$ cat src/design/ecd_pkg.sv
// constants and types shared by the six channel embedded clock deserializer
package ecd_pkg;

  // ---------------------------------------------------------------
  // channel structure
  // ---------------------------------------------------------------
  localparam int NUM_CH         = 6;   // independent channels
  localparam int SER_IN         = 7;   // six channel inputs plus the spare
  localparam int WORD_W         = 10;  // payload bits per frame
  localparam int FRAME_BITS     = 12;  // start + ten data + stop
  localparam int SYNC_FRAMES    = 80;  // good frames needed before lock
  localparam int MISS_LIMIT     = 2;   // consecutive missed edges that drop lock
  localparam int REF_LOCK_EDGES = 16;  // reference edges for the local loop to settle
  localparam int STROBE_HIGH    = 6;   // bit slots the word strobe stays high

  // ---------------------------------------------------------------
  // register map, byte addresses on the control bus
  // ---------------------------------------------------------------
  localparam int          ADDR_W        = 4;
  localparam logic [3:0]  CTRL_OFFSET   = 4'h0;
  localparam logic [3:0]  STATUS_OFFSET = 4'h4;

  // control fields
  localparam int          SPARE_SEL_LSB   = 0;
  localparam logic [2:0]  SPARE_SEL_RESET = 3'h6;
  localparam logic [2:0]  SPARE_SEL_OFF   = 3'h6;  // monitor tri-stated
  localparam logic [2:0]  SPARE_SEL_RAW   = 3'h7;  // spare input shown raw

  // status fields
  localparam int STATUS_LOCK_LSB  = 0;
  localparam int STATUS_AWAKE_BIT = 8;
  localparam int STATUS_REF_BIT   = 9;

  // bus responses
  localparam logic [1:0] RESP_OKAY   = 2'h0;
  localparam logic [1:0] RESP_SLVERR = 2'h2;

  // channel alignment states
  typedef enum logic [0:0] {ECD_HUNT, ECD_LOCKED} ecd_state_t;

endpackage

$ cat src/design/ecd_sender_sync_request_b.sv
// two flip-flop synchronizer for pin inputs
`timescale 1ns/10ps
module ecd_sender_sync_request_b #(
  parameter int W = 1
) (
  input  wire logic         aclk,
  input  wire logic         aresetn,
  input  wire logic [W-1:0] d,
  output logic      [W-1:0] q
);

  logic [W-1:0] stage1_reg;

  // first stage feeds only the second stage
  always_ff @(posedge aclk) begin
    if (!aresetn) begin
      stage1_reg <= '0;
      q          <= '0;
    end else begin
      stage1_reg <= d;
      q          <= stage1_reg;
    end
  end

endmodule

$ cat src/design/ecd_channel.sv
// one deserializer channel: frame hunt, lock tracking and word extraction
`timescale 1ns/10ps
module ecd_channel
  import ecd_pkg::*;
(
  input  wire logic              aclk,
  input  wire logic              aresetn,
  input  wire logic              run,
  input  wire logic              bit_strobe,
  input  wire logic              serial_bit,
  output logic      [WORD_W-1:0] word_reg,
  output logic                   locked_reg,
  output logic                   strobe_reg
);

  ecd_state_t       state_reg;
  logic [11:0]      shift_reg;
  logic [3:0]       bit_cnt_reg;
  logic [6:0]       good_cnt_reg;
  logic [1:0]       miss_cnt_reg;
  logic [11:0]      window;
  logic             frame_end;
  logic             frame_ok;
  logic [WORD_W-1:0] data_next;

  // the twelve most recent bits including the one arriving now
  assign window    = {shift_reg[10:0], serial_bit};
  assign frame_end = bit_strobe && (bit_cnt_reg == 4'(FRAME_BITS - 1));
  assign frame_ok  = window[11] & ~window[0];

  // first data bit after the start bit lands on bit 0
  always_comb begin
    data_next = '0;
    for (int i = 0; i < WORD_W; i++) begin
      data_next[i] = window[10 - i];
    end
  end

  // shift register and bit position; a failed hunt slips one bit
  always_ff @(posedge aclk) begin
    if (!aresetn || !run) begin
      shift_reg   <= 12'h000;
      bit_cnt_reg <= 4'h0;
    end else if (bit_strobe) begin
      shift_reg <= window;
      if (frame_end) begin
        if (state_reg == ECD_HUNT && !frame_ok) begin
          bit_cnt_reg <= bit_cnt_reg;
        end else begin
          bit_cnt_reg <= 4'h0;
        end
      end else begin
        bit_cnt_reg <= bit_cnt_reg + 4'h1;
      end
    end
  end

  // lock state, good frame and missed edge counters
  always_ff @(posedge aclk) begin
    if (!aresetn || !run) begin
      state_reg    <= ECD_HUNT;
      good_cnt_reg <= 7'h00;
      miss_cnt_reg <= 2'h0;
    end else if (frame_end) begin
      unique case (state_reg)
        ECD_HUNT: begin
          if (!frame_ok) begin
            good_cnt_reg <= 7'h00;
          end else if (good_cnt_reg == 7'(SYNC_FRAMES - 1)) begin
            state_reg    <= ECD_LOCKED;
            good_cnt_reg <= 7'h00;
            miss_cnt_reg <= 2'h0;
          end else begin
            good_cnt_reg <= good_cnt_reg + 7'h01;
          end
        end
        ECD_LOCKED: begin
          if (frame_ok) begin
            miss_cnt_reg <= 2'h0;
          end else if (miss_cnt_reg == 2'(MISS_LIMIT - 1)) begin
            state_reg    <= ECD_HUNT;
            miss_cnt_reg <= 2'h0;
          end else begin
            miss_cnt_reg <= miss_cnt_reg + 2'h1;
          end
        end
      endcase
    end
  end

  // word, lock and strobe load together on a good frame; strobe later falls alone and a lock drop keeps the word
  always_ff @(posedge aclk) begin
    if (!aresetn || !run) begin
      word_reg   <= '0;
      locked_reg <= 1'b0;
      strobe_reg <= 1'b0;
    end else if (frame_end) begin
      if (frame_ok && (state_reg == ECD_LOCKED || good_cnt_reg == 7'(SYNC_FRAMES - 1))) begin
        word_reg   <= data_next;
        locked_reg <= 1'b1;
        strobe_reg <= 1'b1;
      end else if (state_reg == ECD_LOCKED && !frame_ok && miss_cnt_reg == 2'(MISS_LIMIT - 1)) begin
        locked_reg <= 1'b0;
        strobe_reg <= 1'b0;
      end
    end else if (bit_strobe && bit_cnt_reg == 4'(STROBE_HIGH - 1)) begin
      strobe_reg <= 1'b0;
    end
  end
endmodule

$ cat src/design/ecd_deserializer_top.sv
// six channel deserializer top: pins, spare routing, output drive and control bus
//
// Decided for this implementation: the placing of the registers and the AXI4-Lite register port.
`timescale 1ns/10ps
module ecd_deserializer_top
  import ecd_pkg::*;
(
  input  wire logic                         aclk,
  input  wire logic                         aresetn,
  // control bus
  input  wire logic [ADDR_W-1:0]            s_axi_awaddr,
  input  wire logic                         s_axi_awvalid,
  output logic                              s_axi_awready,
  input  wire logic [31:0]                  s_axi_wdata,
  input  wire logic [3:0]                   s_axi_wstrb,
  input  wire logic                         s_axi_wvalid,
  output logic                              s_axi_wready,
  output logic [1:0]                        s_axi_bresp,
  output logic                              s_axi_bvalid,
  input  wire logic                         s_axi_bready,
  input  wire logic [ADDR_W-1:0]            s_axi_araddr,
  input  wire logic                         s_axi_arvalid,
  output logic                              s_axi_arready,
  output logic [31:0]                       s_axi_rdata,
  output logic [1:0]                        s_axi_rresp,
  output logic                              s_axi_rvalid,
  input  wire logic                         s_axi_rready,
  // serial link and control pins
  input  wire logic [SER_IN-1:0]            serial_in,
  input  wire logic                         local_reference_clock,
  input  wire logic                         supply_good,
  input  wire logic                         sleep_request_n,
  input  wire logic                         output_drive_enable,
  // parallel side
  output logic [NUM_CH-1:0][WORD_W-1:0]     parallel_word,
  output logic [NUM_CH-1:0]                 parallel_word_oe_n,
  output logic [NUM_CH-1:0]                 recovered_word_strobe,
  output logic [NUM_CH-1:0]                 recovered_word_strobe_oe_n,
  output logic [NUM_CH-1:0]                 sync_loss_flag_n,
  output logic [NUM_CH-1:0]                 sync_loss_flag_oe_n,
  output logic                              spare_channel_monitor,
  output logic                              spare_channel_monitor_oe_n
);

  // ---------------------------------------------------------------
  // pin synchronization
  // ---------------------------------------------------------------
  logic [SER_IN-1:0]  serial_s;
  logic               ref_s;
  logic               supply_s;
  logic               sleep_n_s;
  logic               drive_s;

  ecd_sender_sync_request_b #(
    .W (SER_IN + 4)
  ) u_pin_sync (
    .aclk    (aclk),
    .aresetn (aresetn),
    .d       ({serial_in, local_reference_clock, supply_good, sleep_request_n, output_drive_enable}),
    .q       ({serial_s, ref_s, supply_s, sleep_n_s, drive_s})
  );

  // ---------------------------------------------------------------
  // power state and reference lock
  // ---------------------------------------------------------------
  logic        ref_prev_reg;
  logic        ref_edge;
  logic        awake;
  logic [4:0]  ref_cnt_reg;
  logic        ref_ok_reg;
  logic        run;
  logic [2:0]  spare_sel_reg;

  assign ref_edge = ref_s & ~ref_prev_reg;
  assign awake    = supply_s & sleep_n_s;
  assign run      = awake & ref_ok_reg;

  // reference edge finder
  always_ff @(posedge aclk) begin
    if (!aresetn) begin
      ref_prev_reg <= 1'b0;
    end else begin
      ref_prev_reg <= ref_s;
    end
  end

  // local loop settle count, restarted by any sleep or supply drop
  always_ff @(posedge aclk) begin
    if (!aresetn || !awake) begin
      ref_cnt_reg <= 5'h00;
      ref_ok_reg  <= 1'b0;
    end else if (ref_edge && !ref_ok_reg) begin
      if (ref_cnt_reg == 5'(REF_LOCK_EDGES - 1)) begin
        ref_ok_reg <= 1'b1;
      end else begin
        ref_cnt_reg <= ref_cnt_reg + 5'h01;
      end
    end
  end

  // ---------------------------------------------------------------
  // channels with spare substitution
  // ---------------------------------------------------------------
  logic [NUM_CH-1:0][WORD_W-1:0] ch_word;
  logic [NUM_CH-1:0]             ch_locked;
  logic [NUM_CH-1:0]             ch_strobe;
  logic [NUM_CH-1:0]             ch_bit;

  for (genvar k = 0; k < NUM_CH; k++) begin : g_ch
    // spare input replaces this channel when selected; dead while asleep
    assign ch_bit[k] = awake & ((spare_sel_reg == 3'(k)) ? serial_s[SER_IN-1] : serial_s[k]);

    ecd_channel u_channel (
      .aclk       (aclk),
      .aresetn    (aresetn),
      .run        (run),
      .bit_strobe (ref_edge),
      .serial_bit (ch_bit[k]),
      .word_reg   (ch_word[k]),
      .locked_reg (ch_locked[k]),
      .strobe_reg (ch_strobe[k])
    );

    // output stage: value and drive for word, strobe and flag
    always_ff @(posedge aclk) begin
      if (!aresetn) begin
        parallel_word[k]              <= '0;
        recovered_word_strobe[k]      <= 1'b0;
        sync_loss_flag_n[k]           <= 1'b1;
        parallel_word_oe_n[k]         <= 1'b1;
        recovered_word_strobe_oe_n[k] <= 1'b1;
        sync_loss_flag_oe_n[k]        <= 1'b1;
      end else begin
        parallel_word[k]              <= ch_word[k];
        recovered_word_strobe[k]      <= ch_strobe[k];
        sync_loss_flag_n[k]           <= ~ch_locked[k];
        parallel_word_oe_n[k]         <= ~(awake & drive_s & ch_locked[k]);
        recovered_word_strobe_oe_n[k] <= ~(awake & drive_s & ch_locked[k]);
        sync_loss_flag_oe_n[k]        <= ~awake;
      end
    end

    logic [2:0] strobe_len_reg;

    // bit slots the word strobe has stood high, for the width check
    always_ff @(posedge aclk) begin
      if (!aresetn || !recovered_word_strobe[k]) begin
        strobe_len_reg <= 3'h0;
      end else if (ref_edge) begin
        strobe_len_reg <= strobe_len_reg + 3'h1;
      end
    end

  end

  // ---------------------------------------------------------------
  // spare channel monitor
  // ---------------------------------------------------------------
  logic mon_next;

  // displaced input or raw spare, undecoded
  always_comb begin
    mon_next = 1'b0;
    if (spare_sel_reg == SPARE_SEL_RAW) begin
      mon_next = serial_s[SER_IN-1];
    end else if (spare_sel_reg < 3'(NUM_CH)) begin
      mon_next = serial_s[spare_sel_reg];
    end
  end

  always_ff @(posedge aclk) begin
    if (!aresetn) begin
      spare_channel_monitor      <= 1'b0;
      spare_channel_monitor_oe_n <= 1'b1;
    end else begin
      spare_channel_monitor      <= mon_next & awake;
      spare_channel_monitor_oe_n <= ~awake | (spare_sel_reg == SPARE_SEL_OFF);
    end
  end

  // ---------------------------------------------------------------
  // control bus slave
  // ---------------------------------------------------------------
  logic [ADDR_W-1:0] aw_addr_reg;
  logic [31:0]       w_data_reg;
  logic [3:0]        w_strb_reg;
  logic              commit;
  logic [3:0]        aw_word;
  logic [3:0]        ar_word;
  logic [31:0]       status_word;

  assign commit      = ~s_axi_awready & ~s_axi_wready & ~s_axi_bvalid;
  assign aw_word     = {aw_addr_reg[3:2], 2'b00};
  assign ar_word     = {s_axi_araddr[3:2], 2'b00};
  assign status_word = {22'h000000, ref_ok_reg, awake, 2'b00, ch_locked};

  // write address and data are taken independently, then committed
  always_ff @(posedge aclk) begin
    if (!aresetn) begin
      s_axi_awready <= 1'b1;
      s_axi_wready  <= 1'b1;
      s_axi_bvalid  <= 1'b0;
      s_axi_bresp   <= RESP_OKAY;
      aw_addr_reg   <= '0;
      w_data_reg    <= 32'h00000000;
      w_strb_reg    <= 4'h0;
    end else begin
      if (s_axi_awvalid && s_axi_awready) begin
        s_axi_awready <= 1'b0;
        aw_addr_reg   <= s_axi_awaddr;
      end
      if (s_axi_wvalid && s_axi_wready) begin
        s_axi_wready <= 1'b0;
        w_data_reg   <= s_axi_wdata;
        w_strb_reg   <= s_axi_wstrb;
      end
      if (commit) begin
        s_axi_bvalid  <= 1'b1;
        s_axi_awready <= 1'b1;
        s_axi_wready  <= 1'b1;
        s_axi_bresp   <= (aw_word == CTRL_OFFSET || aw_word == STATUS_OFFSET) ? RESP_OKAY : RESP_SLVERR;
      end else if (s_axi_bvalid && s_axi_bready) begin
        s_axi_bvalid <= 1'b0;
      end
    end
  end

  // spare route select, low byte lane only
  always_ff @(posedge aclk) begin
    if (!aresetn) begin
      spare_sel_reg <= SPARE_SEL_RESET;
    end else if (commit && aw_word == CTRL_OFFSET && w_strb_reg[0]) begin
      spare_sel_reg <= w_data_reg[SPARE_SEL_LSB +: 3];
    end
  end

  // read channel: one outstanding read
  always_ff @(posedge aclk) begin
    if (!aresetn) begin
      s_axi_arready <= 1'b1;
      s_axi_rvalid  <= 1'b0;
      s_axi_rdata   <= 32'h00000000;
      s_axi_rresp   <= RESP_OKAY;
    end else if (s_axi_arvalid && s_axi_arready) begin
      s_axi_arready <= 1'b0;
      s_axi_rvalid  <= 1'b1;
      if (ar_word == CTRL_OFFSET) begin
        s_axi_rdata <= {29'h00000000, spare_sel_reg};
        s_axi_rresp <= RESP_OKAY;
      end else if (ar_word == STATUS_OFFSET) begin
        s_axi_rdata <= status_word;
        s_axi_rresp <= RESP_OKAY;
      end else begin
        s_axi_rdata <= 32'h00000000;
        s_axi_rresp <= RESP_SLVERR;
      end
    end else if (s_axi_rvalid && s_axi_rready) begin
      s_axi_rvalid  <= 1'b0;
      s_axi_arready <= 1'b1;
    end
  end
endmodule

$ cat config.mk
export PLATFORM = sky130hd
export DESIGN_NAME = ecd_deserializer_top
export DESIGN_NICKNAME = d
export VERILOG_FILES = /design/src/design/ecd_pkg.sv /design/src/design/ecd_sender_sync_request_b.sv /design/src/design/ecd_channel.sv /design/src/design/ecd_deserializer_top.sv
export SDC_FILE = /design/constraint.sdc
export NUM_CORES = 1
export LEC_CHECK = 0
export BUFFER_PORTS_ARGS = -buffer_cell sky130_fd_sc_hd__clkbuf_2
export CELL_PAD_IN_SITES_DETAIL_PLACEMENT = 1
export CELL_PAD_IN_SITES_GLOBAL_PLACEMENT = 1
export CORE_MARGIN = 5
export CORE_UTILIZATION = 47
export CTS_CLUSTER_SIZE = 10
export DETAILED_ROUTE_END_ITERATION = 8
export PLACE_DENSITY_LB_ADDON = 0.1
export SETUP_SLACK_MARGIN = 0.4
export SYNTH_ARGS = -nofsm -noshare
export SYNTH_HDL_FRONTEND = slang
export SYNTH_SLANG_ARGS = --single-unit
$ cat constraint.sdc
create_clock -name aclk -period 3.7 [get_ports aclk]
set_input_delay 0.37 -clock aclk [delete_from_list [all_inputs] [get_ports aclk]]
set_output_delay 0.37 -clock aclk [all_outputs]
set_load 0.03 [all_outputs]
==> metrics <==
WL/cell=16.5 um; leading area contributor after synthesis=dfxtp_1; Post-Synth XOR/XNOR Area=0.0122; unique cell type count in the Yosys netlist=78; CTS buffer count=42; Critical path buffers and inverters=0; crit-path max FO=14; unrepaired setup endpoints after global routing=no; drt via density=5.42; Max clock buf depth=3; Setup Buffers After CTS=0; clk_skew=0.0145 ns; grt total ovfl=0; DR pass1 iterations=5; clock latency at the later pin of the worst-skew pair=around 0.53 ns; Final ANT Viol Nets=0; clock slew at reported path FFs=roughly 0.050 ns; via count=around 11000; global-route usage over all layers=0.199; clock sinks=356; Rows=64; Layout Nets=1767; YS warnings=0; number of enable flip-flop cells after synthesis=0; Int Pwr=about 6000 uW; final setup fails=0; DIE AREA=~34000 um^2; r2r setup slk=between 1 and 1.5 ns; main flop type after synthesis=dfxtp_1; register area share after synthesis=0.496; asr flop ratio synth=0; I/O Buffers=132; initial antenna violation count=0; clock power share=0.471; switching share of power=0.213; outcome=complete, no violations; CP Data Required Time=slightly above 4 ns; cell count after synthesis=1605; Simple-Gate Fraction of Synth Area=0.251; crit path max-delay cell type=o2111a_1; number of H-tree levels=2; CTS resizes=0; largest family of logic cells by synthesized area=simple AND/OR/NAND/NOR gates; PwrDens=between 400 and 500 nW/um^2; Comb pwr share=0.022; Period Utilization, post-route=0.688; most common cell in the synthesized netlist=dfxtp_1; Hold Buf Count CTS=0; max FFs per register=66; Tot Pwr=7640 uW; vias in the first global route=between 10000 and 15000; gpl congestion=0.791; CP endpoint kind=register; endpoints failing hold=0; CP top delay family=compound AO/OA/AOI/OAI gates; Final HPWL DP=22800 um; Setup CP Type=reg -> reg; Mean Syn Cell Area=8.94 um^2; HP Class=in -> reg; top cells by count, synth=dfxtp_1 (356), nand2_1 (349), a21oi_1 (115), and2_1 (95), clkbuf_1 (80); post-synthesis mux area share=0.0566; largest cells by area after synthesis=dfxtp_1 (50%), nand2_1 (9.1%), mux2i_1 (5.0%); Hold Startpoint=sleep_request_n; Initial Util=0.473; CTS tree=built; Worst VDD drop=between 200 and 300 uV; CP cell instances=or3b_2 > mux2_2 > o2111a_1 > mux2i_1; fmax=393 MHz; Synth Area in Compound Gates=0.113; hold slack final=0.0573 ns; core area=30300 um^2; # diodes=0; setup TNS=0 ns; Final Core Density=0.536; Die Y=around 180 um; I/O pins=slightly below 200; Layout area overhead=13.4%; drt drc=0; Synth top area share=0.496; adder-cell share of the synthesized area=0.0174; startpoint types=register; actual slew at the worst max-slew pin=1.05 ns; Total Wirelength=34500 um; design area=about 16000 um^2; FF+latch count, synth=356; CP startpoint=spare_sel_reg[1]; share of layout cells above drive strength 1=0.135; slowest stage delay, CP=0.71 ns; Die X=185 um; Post-Syn Area=around 14000 um^2; Slew Viols, Final=0; largest net degree at the start of global routing=121; Cell Area, Placed=around 15000 um^2; Pleak=~0.0057 uW; Max Cap Violations=0; Worst slew margin=0.302; first-pass GRT wire length=57700 um; initial drt markers=a little under 500; CP arrival=3.00 ns; min cycle time layout=2.55 ns; Sw Pwr=1630 uW; R2R Path Start=spare_sel_reg[1]; CTS root buf=clkbuf_16; sequential share of power=0.507
## layout make-up
| cell class | instances | area [um^2] |
|---|---|---|
| fill | 3537 | 14100 |
| sequential | 356 | 7130 |
| multi-input combinational | 1116 | 6590 |
| clock buffer | 52 | 1130 |
| timing repair buffer | 150 | 823 |
| tap | 396 | 495 |
| inverter | 19 | 71.3 |
| clock inverter | 3 | 33.8 |
## cells by family (layout without fill, tap and decap cells)
group,count (synthesis),after routing
and+or+nand+nor,722,722
xor gates and xnor gates,20,20
adders and majority gates,20,20
DFF,356,356
AOI/OAI and AO/OA,249,249
other,1,26
muxes,79,79
buffers and inverters,158,224
## stage by stage
stage	setup slack [ns]	instances
global route	0.992	2092
finish	1.15	2092
global placement	1.22	2037
detailed placement	1.15	2037
floorplan	1.72	1630
CTS	1.15	2092
## path summary, 6_finish.rpt
| check | end | cells past startpoint |
|---|---|---|
| hold reg to reg | u_pin_sync.q[2] | 1 |
| setup / recovery | g_ch[2].u_channel.word_reg[8] | 4 |
| hold / removal | u_pin_sync.stage1_reg[1] | 2 |
| setup reg to reg | g_ch[2].u_channel.word_reg[8] | 4 |
## per-layer routing
metal	vias up	wire (um)	track usage
met1	5511	15200	0.246
met3	46	1130	0.0270
met2	150	17600	0.367
met4	0	585	0.0487
li1	5623	-	-
met5	-	0	0
## worst reg2reg max path, delay by kind of cell, from the launching register on
kind	cells	cell delay, ns
flip-flops	1	0.62
multiplexers	2	0.62
AO/OA/AOI/OAI	1	0.71
AND/OR/NAND/NOR	1	0.53
## power groups by stage
| stage | Combinational [uW] | Sequential, uW | Clock [uW] |
|---|---|---|---|
| floorplan | 135 | 3960 | 0 |
| global placement | 166 | 3950 | 0 |
| detailed placement | 169 | 3960 | 0 |
| CTS | 169 | 3870 | 3700 |
| global route | 184 | 3870 | 3870 |
| finish | 167 | 3870 | 3600 |
## cells in the final DEF (no fill, tap or decap), types with 13 or more instances in the layout
cell	count
nand2_1	349
o21ai_0	21
a21oi_1	115
xnor2_1	17
nor3_1	37
mux2i_1	71
nor2_1	36
and2_1	95
inv_1	19
nand3b_1	18
conb_1	26
clkbuf_16	42
clkbuf_2	131
nand3_1	58
nor2b_1	13
nand4_1	23
ha_1	20
buf_4	17
dfxtp_1	356
Note: power is estimated with default switching activity, not from simulation.
